**config.mk**
```make
export PLATFORM = sky130hd
export DESIGN_NAME = uart_interrupt_enable_status
export DESIGN_NICKNAME = d
export VERILOG_FILES = /design/src/core/uart_interrupt_enable_status.v
export VERILOG_INCLUDE_DIRS = /design/src /design/src/core
export SDC_FILE = /design/constraint.sdc
export NUM_CORES = 1
export LEC_CHECK = 0
export BUFFER_PORTS_ARGS = -buffer_cell sky130_fd_sc_hd__buf_2
export CAP_MARGIN = 30
export CORE_ASPECT_RATIO = 1.1
export CORE_UTILIZATION = 50
export DETAILED_ROUTE_END_ITERATION = 8
export GPL_ROUTABILITY_DRIVEN = 0
export PLACE_DENSITY = 0.84
export SETUP_SLACK_MARGIN = 0.3
export SYNTH_ARGS = -nofsm -noshare
export SYNTH_HDL_FRONTEND = slang
export SYNTH_SLANG_ARGS = --single-unit
```
**constraint.sdc**
```tcl
create_clock -name core_clk -period 6.45 [get_ports core_clk]
set_input_delay 0 -clock core_clk [delete_from_list [all_inputs] [get_ports core_clk]]
set_output_delay 0 -clock core_clk [all_outputs]
set_load 0.005 [all_outputs]
```
**src/core/uart_irq_regs.vh**
```
// Purpose: Offsets, field positions, reset values and codes for the UART interrupt block.
// Assumes: AHB-Lite word registers at byte addresses.
// Notes: Included by uart_interrupt_enable_status.v only.
`ifndef UART_IRQ_REGS_VH
`define UART_IRQ_REGS_VH
// ==========================================
// Register byte offsets
`define OFF_IRQ_ENABLE 8'h00
`define OFF_IRQ_SOURCE 8'h04
`define OFF_LINE_STATUS 8'h08
`define OFF_MODEM_STATUS 8'h0C
`define OFF_FIFO_CONTROL 8'h10
`define OFF_ENH_FEATURE 8'h14
`define OFF_EXT_MODEM 8'h18
`define OFF_RX_HOLD 8'h1C
`define OFF_TX_HOLD 8'h20
// ==========================================
// Field positions
`define FCR_FIFO_EN 0
`define EFR_ENH_EN 4
`define EXTENDED_MODEM_STATUS_LSR_NOW 6
// ==========================================
// Reset values
`define IER_RESET 8'h00
// ==========================================
// Interrupt source codes, bits 5..0
`define SRC_LINE 6'h06
`define SRC_TIMEOUT 6'h0C
`define SRC_RXDATA 6'h04
`define SRC_TRANSMIT_READY_EVENT 6'h02
`define SRC_MODEM 6'h00
`define SRC_XOFF 6'h10
`define SRC_FLOW 6'h20
`define SRC_NONE 6'h01
// ==========================================
// Timing: character count and extra bit times in the receive timeout
`define TIMEOUT_CHARS 4
`define TIMEOUT_XBITS 12
`endif

```
**src/core/uart_interrupt_enable_status.v**
```verilog
// Purpose: Interrupt enable and prioritised interrupt source logic of one UART channel.
// Assumes: Receiver, transmitter, FIFO, flow control and sleep logic run on core_clk.
// Notes: Registers reached over an AHB-Lite slave with zero wait states.
//
// The implementer's own choices: register access over AHB-Lite and the address map.
`timescale 1ns/1ns
`default_nettype none
`include "uart_irq_regs.vh"

// Contract
// - FIFOs on with enables 0-3 clear gives polled operation via line status.
// - Line status bit 0 shows receive data; bit 1 shows overrun.
// - Bits 2-4 give head character errors; bit 7 any FIFO character error.
// - Bit 5 holding register empty; bit 6 FIFO and shifter both empty.
// - Enable 0 raises receive data on held character or FIFO trigger.
// - Enable 1 raises transmit ready; enabling while empty raises it at once.
// - Enable 2 raises line status; overrun at once, head errors on readout unless immediate mode chosen.
// - Enable 3 raises modem status when modem status bits 0-3 set.
// - Enables 4-7 writable only with enhanced bit; sleep, Xoff, RTS, CTS.
// - Rising RTS or CTS under automatic flow control raises interrupt when enabled.
// - Receive timeout after four characters plus twelve bits with data unread.
// - Transmit ready uses trigger or empty FIFO; RS-485 uses transmitter empty.
// - Leaving sleep flags wake-up; source register read clears it.
// - Line status read clears line interrupt; modem read clears modem and flow. Here a modem read clears flow only; the modem source follows modemDeltas.
// - Receive data clears below trigger; timeout clears on holding register read.
// - Transmit ready clears on source register read or holding register write.
// - Xoff clears on source read or Xon; special char on read or next char.
// - Source register shows only the highest pending source; others stay queued.
// - Source codes follow the fixed priority encoding with 000001 for none.
// - Source bit 0 low when pending, high when idle or after wake-up.
// - Source bits 4 and 5 operate only with enhanced bit set.
// - Source bits 7 and 6 read 1 with FIFOs enabled, else 0.
// - FIFO control bit 0 enables both FIFOs and selects FIFO mode.
module uart_interrupt_enable_status #(
  parameter CHAR_BITS = 10
) (
  // Clock and reset.
  input wire core_clk,
  input wire rst_n,
  // AHB-Lite slave.
  input wire hsel,
  input wire [31:0] haddr,
  input wire [1:0] htrans,
  input wire hwrite,
  input wire [2:0] hsize,
  input wire hready,
  input wire [31:0] hwdata,
  output reg [31:0] hrdata,
  output reg hreadyout,
  output reg hresp,
  // Receive path status.
  input wire rxHasData,
  input wire rxOverrun,
  input wire [2:0] rxHeadErrors,
  input wire rxFifoAnyError,
  input wire rxAtTrigger,
  input wire [7:0] rxHeadData,
  input wire rxCharDone,
  input wire bitTick,
  // Transmit path status.
  input wire txHoldEmpty,
  input wire txAllEmpty,
  input wire txBelowTrigger,
  input wire autoRs485,
  // Flow control, modem and sleep.
  input wire [3:0] modemDeltas,
  input wire [3:0] modemLevels,
  input wire rtsLevel,
  input wire ctsLevel,
  input wire autoRts,
  input wire autoCts,
  input wire xoffMatch,
  input wire specialMatch,
  input wire xonMatch,
  input wire sleepExit,
  // Side effects to the datapath.
  output reg rxPop,
  output reg [7:0] txPushData,
  output reg txPush,
  output reg sleepEnable,
  output reg fifoEnable,
  output reg irqOut
);
  localparam integer TIMEOUT_TOTAL = `TIMEOUT_CHARS * CHAR_BITS + `TIMEOUT_XBITS;
  localparam [15:0] TIMEOUT_BITS = TIMEOUT_TOTAL[15:0];

  // ==========================================
  // Reset release.
  reg rstMeta_reg;
  reg rstSync_reg;
  always @(posedge core_clk or negedge rst_n) begin
    if (!rst_n) begin
      rstMeta_reg <= 1'b0;
      rstSync_reg <= 1'b0;
    end else begin
      rstMeta_reg <= 1'b1;
      rstSync_reg <= rstMeta_reg;
    end
  end
  wire rstN = rstSync_reg;

  // ==========================================
  // AHB-Lite address phase capture.
  reg wrPend_reg;
  reg [7:0] wrAddr_reg;
  wire addrValid = hsel && hready && htrans[1];
  wire rdNow = addrValid && !hwrite;
  wire [7:0] rdAddr = haddr[7:0];
  wire rdIsr = rdNow && rdAddr == `OFF_IRQ_SOURCE;
  wire rdLsr = rdNow && rdAddr == `OFF_LINE_STATUS;
  wire rdMsr = rdNow && rdAddr == `OFF_MODEM_STATUS;
  wire rdRhr = rdNow && rdAddr == `OFF_RX_HOLD;
  wire wrThr = wrPend_reg && wrAddr_reg == `OFF_TX_HOLD;

  // ==========================================
  // Control registers.
  reg [7:0] ier_reg;
  reg efrEnh_reg;
  reg emsrNow_reg;
  always @(posedge core_clk or negedge rstN) begin
    if (!rstN) begin
      ier_reg <= `IER_RESET;
      efrEnh_reg <= 1'b0;
      emsrNow_reg <= 1'b0;
      fifoEnable <= 1'b0;
    end else begin
      if (wrPend_reg) begin
        case (wrAddr_reg)
          `OFF_IRQ_ENABLE: begin
            ier_reg[3:0] <= hwdata[3:0];
            if (efrEnh_reg)
              ier_reg[7:4] <= hwdata[7:4];
          end
          `OFF_FIFO_CONTROL: fifoEnable <= hwdata[`FCR_FIFO_EN];
          `OFF_ENH_FEATURE: efrEnh_reg <= hwdata[`EFR_ENH_EN];
          `OFF_EXT_MODEM: emsrNow_reg <= hwdata[`EXTENDED_MODEM_STATUS_LSR_NOW];
          default: ;
        endcase
      end
    end
  end

  // ==========================================
  // Write data phase and transmit push.
  always @(posedge core_clk or negedge rstN) begin
    if (!rstN) begin
      wrPend_reg <= 1'b0;
      wrAddr_reg <= 8'h00;
      txPush <= 1'b0;
      txPushData <= 8'h00;
    end else begin
      wrPend_reg <= addrValid && hwrite;
      wrAddr_reg <= haddr[7:0];
      txPush <= wrThr;
      if (wrThr) begin
        txPushData <= hwdata[7:0];
      end
    end
  end

  // ==========================================
  // Line status composition.
  wire [7:0] lineStatus = {rxFifoAnyError, txAllEmpty, txHoldEmpty, rxHeadErrors, rxOverrun, rxHasData};

  // ==========================================
  // Sticky sources.
  reg [5:0] srcCode;
  reg lineInt_reg;
  reg txInt_reg;
  reg txEmptyPrev_reg;
  reg ierTxPrev_reg;
  reg flowInt_reg;
  reg xoffInt_reg;
  reg specInt_reg;
  reg wake_reg;
  reg rtsPrev_reg;
  reg ctsPrev_reg;
  reg timeout_reg;
  reg [15:0] toCount_reg;
  wire txCond = autoRs485 ? txAllEmpty : (fifoEnable ? (txBelowTrigger || txAllEmpty) : txHoldEmpty);
  wire lineErrNow = rxOverrun || (emsrNow_reg ? |rxHeadErrors : (rdRhr && |rxHeadErrors));
  wire rtsRise = autoRts && rtsLevel && !rtsPrev_reg;
  wire ctsRise = autoCts && ctsLevel && !ctsPrev_reg;
  wire txSetNow = (txCond && !txEmptyPrev_reg) || (ier_reg[1] && !ierTxPrev_reg && txCond);
  wire toHit = toCount_reg == TIMEOUT_BITS - 16'h0001;

  // Reports whether a source register read shows the given code.
  function shownOn;
    input rd;
    input [5:0] code;
    input [5:0] want;
    begin
      shownOn = rd && (code == want);
    end
  endfunction

  // ==========================================
  // Edge history; idle levels after reset so no false edge follows.
  always @(posedge core_clk or negedge rstN) begin
    if (!rstN) begin
      txEmptyPrev_reg <= 1'b1;
      ierTxPrev_reg <= 1'b0;
      rtsPrev_reg <= 1'b0;
      ctsPrev_reg <= 1'b0;
    end else begin
      txEmptyPrev_reg <= txCond;
      ierTxPrev_reg <= ier_reg[1];
      rtsPrev_reg <= rtsLevel;
      ctsPrev_reg <= ctsLevel;
    end
  end

  // ==========================================
  // Line status source; a new error wins over a clearing read.
  always @(posedge core_clk or negedge rstN) begin
    if (!rstN) begin
      lineInt_reg <= 1'b0;
    end else if (lineErrNow) begin
      lineInt_reg <= 1'b1;
    end else if (rdLsr) begin
      lineInt_reg <= 1'b0;
    end
  end

  // ==========================================
  // Transmit ready source.
  always @(posedge core_clk or negedge rstN) begin
    if (!rstN) begin
      txInt_reg <= 1'b0;
    end else if (txSetNow) begin
      txInt_reg <= 1'b1;
    end else if (shownOn(rdIsr, srcCode, `SRC_TRANSMIT_READY_EVENT) || wrThr) begin
      txInt_reg <= 1'b0;
    end
  end

  // ==========================================
  // Flow control change source.
  always @(posedge core_clk or negedge rstN) begin
    if (!rstN) begin
      flowInt_reg <= 1'b0;
    end else if ((rtsRise && ier_reg[6]) || (ctsRise && ier_reg[7])) begin
      flowInt_reg <= 1'b1;
    end else if (rdMsr) begin
      flowInt_reg <= 1'b0;
    end
  end

  // ==========================================
  // Received Xoff source.
  always @(posedge core_clk or negedge rstN) begin
    if (!rstN) begin
      xoffInt_reg <= 1'b0;
    end else if (xoffMatch) begin
      xoffInt_reg <= 1'b1;
    end else if (shownOn(rdIsr, srcCode, `SRC_XOFF) || xonMatch) begin
      xoffInt_reg <= 1'b0;
    end
  end

  // ==========================================
  // Special character source.
  always @(posedge core_clk or negedge rstN) begin
    if (!rstN) begin
      specInt_reg <= 1'b0;
    end else if (specialMatch) begin
      specInt_reg <= 1'b1;
    end else if (shownOn(rdIsr, srcCode, `SRC_XOFF) || rxCharDone) begin
      specInt_reg <= 1'b0;
    end
  end

  // ==========================================
  // Wake-up indication; it reads as the idle code.
  always @(posedge core_clk or negedge rstN) begin
    if (!rstN) begin
      wake_reg <= 1'b0;
    end else if (sleepExit) begin
      wake_reg <= 1'b1;
    end else if (rdIsr) begin
      wake_reg <= 1'b0;
    end
  end

  // ==========================================
  // Receive timeout counter.
  always @(posedge core_clk or negedge rstN) begin
    if (!rstN) begin
      timeout_reg <= 1'b0;
      toCount_reg <= 16'h0000;
    end else if (!rxHasData || rdRhr || rxCharDone) begin
      toCount_reg <= 16'h0000;
      if (rdRhr) begin
        timeout_reg <= 1'b0;
      end
    end else if (bitTick && !timeout_reg) begin
      if (toHit) begin
        timeout_reg <= 1'b1;
      end else begin
        toCount_reg <= toCount_reg + 16'h0001;
      end
    end
  end

  // ==========================================
  // Priority encoder.
  wire rxDataCond = fifoEnable ? rxAtTrigger : rxHasData;
  wire pLine = ier_reg[2] && lineInt_reg;
  wire pTime = ier_reg[0] && fifoEnable && timeout_reg;
  wire pRx = ier_reg[0] && rxDataCond;
  wire pTx = ier_reg[1] && txInt_reg;
  wire pModem = ier_reg[3] && |modemDeltas;
  wire pXoff = efrEnh_reg && ((ier_reg[5] && xoffInt_reg) || specInt_reg);
  wire pFlow = efrEnh_reg && flowInt_reg;
  always @* begin
    // Only the highest pending level is shown; the rest remain pending.
    if (pLine)
      srcCode = `SRC_LINE;
    else if (pTime)
      srcCode = `SRC_TIMEOUT;
    else if (pRx)
      srcCode = `SRC_RXDATA;
    else if (pTx)
      srcCode = `SRC_TRANSMIT_READY_EVENT;
    else if (pModem)
      srcCode = `SRC_MODEM;
    else if (pXoff)
      srcCode = `SRC_XOFF;
    else if (pFlow)
      srcCode = `SRC_FLOW;
    else
      srcCode = `SRC_NONE;
  end
  wire anyPend = srcCode != `SRC_NONE;

  // ==========================================
  // Read data and outputs.
  reg [7:0] rdByte;
  always @* begin
    case (rdAddr)
      `OFF_IRQ_ENABLE: rdByte = ier_reg;
      `OFF_IRQ_SOURCE: rdByte = {{2{fifoEnable}}, srcCode};
      `OFF_LINE_STATUS: rdByte = lineStatus;
      `OFF_MODEM_STATUS: rdByte = {modemLevels, modemDeltas};
      `OFF_FIFO_CONTROL: rdByte = {7'h00, fifoEnable};
      `OFF_ENH_FEATURE: rdByte = {3'h0, efrEnh_reg, 4'h0};
      `OFF_EXT_MODEM: rdByte = {1'b0, emsrNow_reg, 6'h00};
      `OFF_RX_HOLD: rdByte = rxHeadData;
      default: rdByte = 8'h00;
    endcase
  end
  always @(posedge core_clk or negedge rstN) begin
    if (!rstN) begin
      hrdata <= 32'h00000000;
      hreadyout <= 1'b1;
      hresp <= 1'b0;
    end else begin
      hreadyout <= 1'b1;
      hresp <= 1'b0;
      if (rdNow) begin
        hrdata <= {24'h000000, rdByte};
      end
    end
  end

  // ==========================================
  // Datapath side outputs.
  always @(posedge core_clk or negedge rstN) begin
    if (!rstN) begin
      rxPop <= 1'b0;
      sleepEnable <= 1'b0;
      irqOut <= 1'b0;
    end else begin
      rxPop <= rdRhr;
      sleepEnable <= ier_reg[4];
      irqOut <= anyPend;
    end
  end
endmodule
`default_nettype wire

```
==> metrics.txt <==
worst r2r src fifoEnable; Final Non-Filler Cells 530; critical path type primary input to register; global route hottest layer met2; largest net degree at the start of global routing 67; Core Util, Final 66.3%; EDFF count, synth 0; Fin Clk Skew 0.0101 ns; power per cell area 197 nW/um2; post-synthesis cell type count 68; TritonCTS clock tree done; count of state elements after synthesis 68; max cap viols 0; gr usage total 27.7%; die footprint 7470 um2; met2 Usage GRT 43.1%; asr flop ratio synth 100%; Die X 82.5 um; # nets final 555; Setup-failing EPs final 0; start point of the worst hold path bitTick; Syn. warnings 0; area delta synth->final 25.5%; grt total ovfl 0; Worst R2R Path Depth 5; Slew Limit Headroom 35.6%; initial antenna violation count 0; total negative setup slack 0 ns; ant diodes 0; Clock Sinks 68; period utilization 40.4%; Vias 3089; Largest register FFs 16; CP Max Fanout 11; peak supply drop 0.000154 V; maximum clock rate 384 MHz; reg-to-reg critical path endpoint xoffInt_reg; Core ar. 6750 um2; H-tree depth 3; Hold Crit Class primary input to register; syn avg cell area 10.9 um2; Worst setup SP type primary input; Clock Path Buffers 2; outcome completed; cts repair resizes 0; Clock transition at path regs 0.08 ns; Antenna Nets Post-Route 0; ys flop type dfrtp_1; Min-Delay Endpoint timeout_reg; drt wl/cell 17.8 um; clock latency on the worst-skew pair 0.35 ns; met1 Track Usage GR 36.0%; CTS buffer count 9; vias per cell 5.83; WP data arrival 2.83 ns; R2R Setup Slk 4.16 ns; first drt pass iteration count 5; Detailed Place HPWL 6.16 mm; pin slew with the least headroom to its limit 0.963 ns; starting density of the core 52.8%; initial drt markers 283; hold depth 4; Row Count 31; met3 Usage GRT 6.16%; Slew Limit Fails 0; Post-Syn Instances 327; layout cell share with drive strength beyond 1 27.9%; Placed Cells 476; RSZ-0062 raised after global routing false; CP endpoint kind register; drt total wl 9.43 mm; DRC 0; leak pwr 2.00 nW; first-pass GRT wire length 15.2 mm; # IOs 158; post-synthesis sequential area ratio 47.8%; Fill cells 525; Cell Area, Synth 3560 um2; WP data required 6.68 ns; Buffers on Ports 78; post-CTS setup buffers 0; final hold viol count 0; clock root cell clkbuf_8; vias in the first global route 3060; Final Critical Period 2.60 ns; Die H 90.5 um
-- routing by layer --
| layer | wire, um | share of wire, % |
|---|---|---|
| met1 | 3870 | 41 |
| met5 | 0 | 0 |
| met3 | 712 | 7.6 |
| met2 | 4540 | 48 |
| met4 | 304 | 3.2 |
-- placed cells by master (no fill, tap or decap), types with 5 or more instances in the layout --
cell           synthesis  routed
nand2_1               16      16
dfrtp_1               67      66
nand3_1                9       9
o21ai_0                9       9
nand2b_1               6       6
or3_1                  8       8
dlygate4sd3_1          0      38
xor2_1                 6       6
nor3_1                11      11
mux2i_1                9       9
inv_1                  8       8
o31ai_1                5       5
mux2_2                19      19
conb_1                 2      27
nand4_1               11      11
buf_2                  8      78
clkbuf_8               0      11
a21oi_1               16      16
nor2_1                14      14
-- final cells by class --
class / count / area (um2) / area share, %
clock buffers: 13 / 159 / 3.55
clock inverters: 3 / 21.3 / 0.476
inverters: 8 / 30.0 / 0.671
multi-input cells: 239 / 1680 / 37.5
flip-flops and latches: 68 / 1700 / 38.1
well taps: 82 / 103 / 2.29
repair buffers: 117 / 778 / 17.4
-- power breakdown --
group | internal (mW) | switching (mW)
logic | 0.0508 | 0.0544
clock network | 0.161 | 0.163
registers | 0.440 | 0.0109
total | 0.651 | 0.229
-- metrics by stage --
step	setup slack, ns	total power [mW]	instance area, um2	hold slack [ns]
global route	3.80	0.909	4470	0.0451
floorplan	4.42	0.515	3660	-0.296
detailed placement	4.30	0.542	3910	-0.213
CTS	3.90	0.875	4470	0.0285
finish	3.85	0.880	4470	0.0402
global placement	4.37	0.539	3910	-0.215
-- cell families (layout without fill, tap and decap cells) --
family	after synthesis	after routing	synth area share [%]
simple gates	110	110	19.1
flops	68	68	47.8
compound gates	63	63	13.0
buf+inv	45	141	7.76
mux	31	31	10.1
xor+xnor	7	7	1.72
other cells	2	27	0.211
fa+ha+maj	1	1	0.351
-- synth_stat cells, types with 3 or more instances --
cell | instances | area share (%)
a21oi_1 | 16 | 2.2
a22o_1 | 3 | 0.74
a22oi_1 | 3 | 0.63
and2_1 | 3 | 0.53
and4_1 | 3 | 0.74
buf_2 | 8 | 1.1
buf_4 | 26 | 5.5
dfrtp_1 | 67 | 47
inv_1 | 8 | 0.84
mux2_2 | 19 | 6.0
mux2i_1 | 9 | 2.5
nand2_1 | 16 | 1.7
nand2b_1 | 6 | 1.1
nand3_1 | 9 | 1.3
nand3b_1 | 4 | 0.84
nand4_1 | 11 | 1.9
nor2_1 | 14 | 1.5
nor3_1 | 11 | 1.5
nor4_1 | 4 | 0.70
o211ai_1 | 4 | 0.84
o21ai_0 | 9 | 1.3
o31ai_1 | 5 | 1.1
or3_1 | 8 | 1.4
or4_1 | 3 | 0.63
xor2_1 | 6 | 1.5
-- worst max-delay path by stage --
stage | to | start | slack (ns) | depth (start not counted)
6_report | xoffInt_reg | haddr[5] | 3.85 | 7
5_1_grt | specInt_reg | haddr[5] | 3.80 | 7
4_1_cts | xoffInt_reg | haddr[5] | 3.90 | 7
3_5_place_dp | toCount_reg[2] | hwrite | 4.30 | 5
3_3_place_gp | toCount_reg[2] | hwrite | 4.37 | 5
2_1_floorplan | ctsPrev_reg | rstN | 4.42 | 0
-- repair_timing --
item                                   in CTS  in global routing
endpoints found under the hold margin      42                  0
setup endpoints to repair                   0                  0
hold buffers                               38                  0
-- worst max-delay path: stages --
cell and delay [ns]:
dlygate4sd3_1 0.54, buf_2 0.14, or3_1 0.57, or4b_4 0.63
nor4b_4 0.28, o21bai_1 0.11, dlygate4sd3_1 0.57
Note: power is estimated with default switching activity, not from simulation.
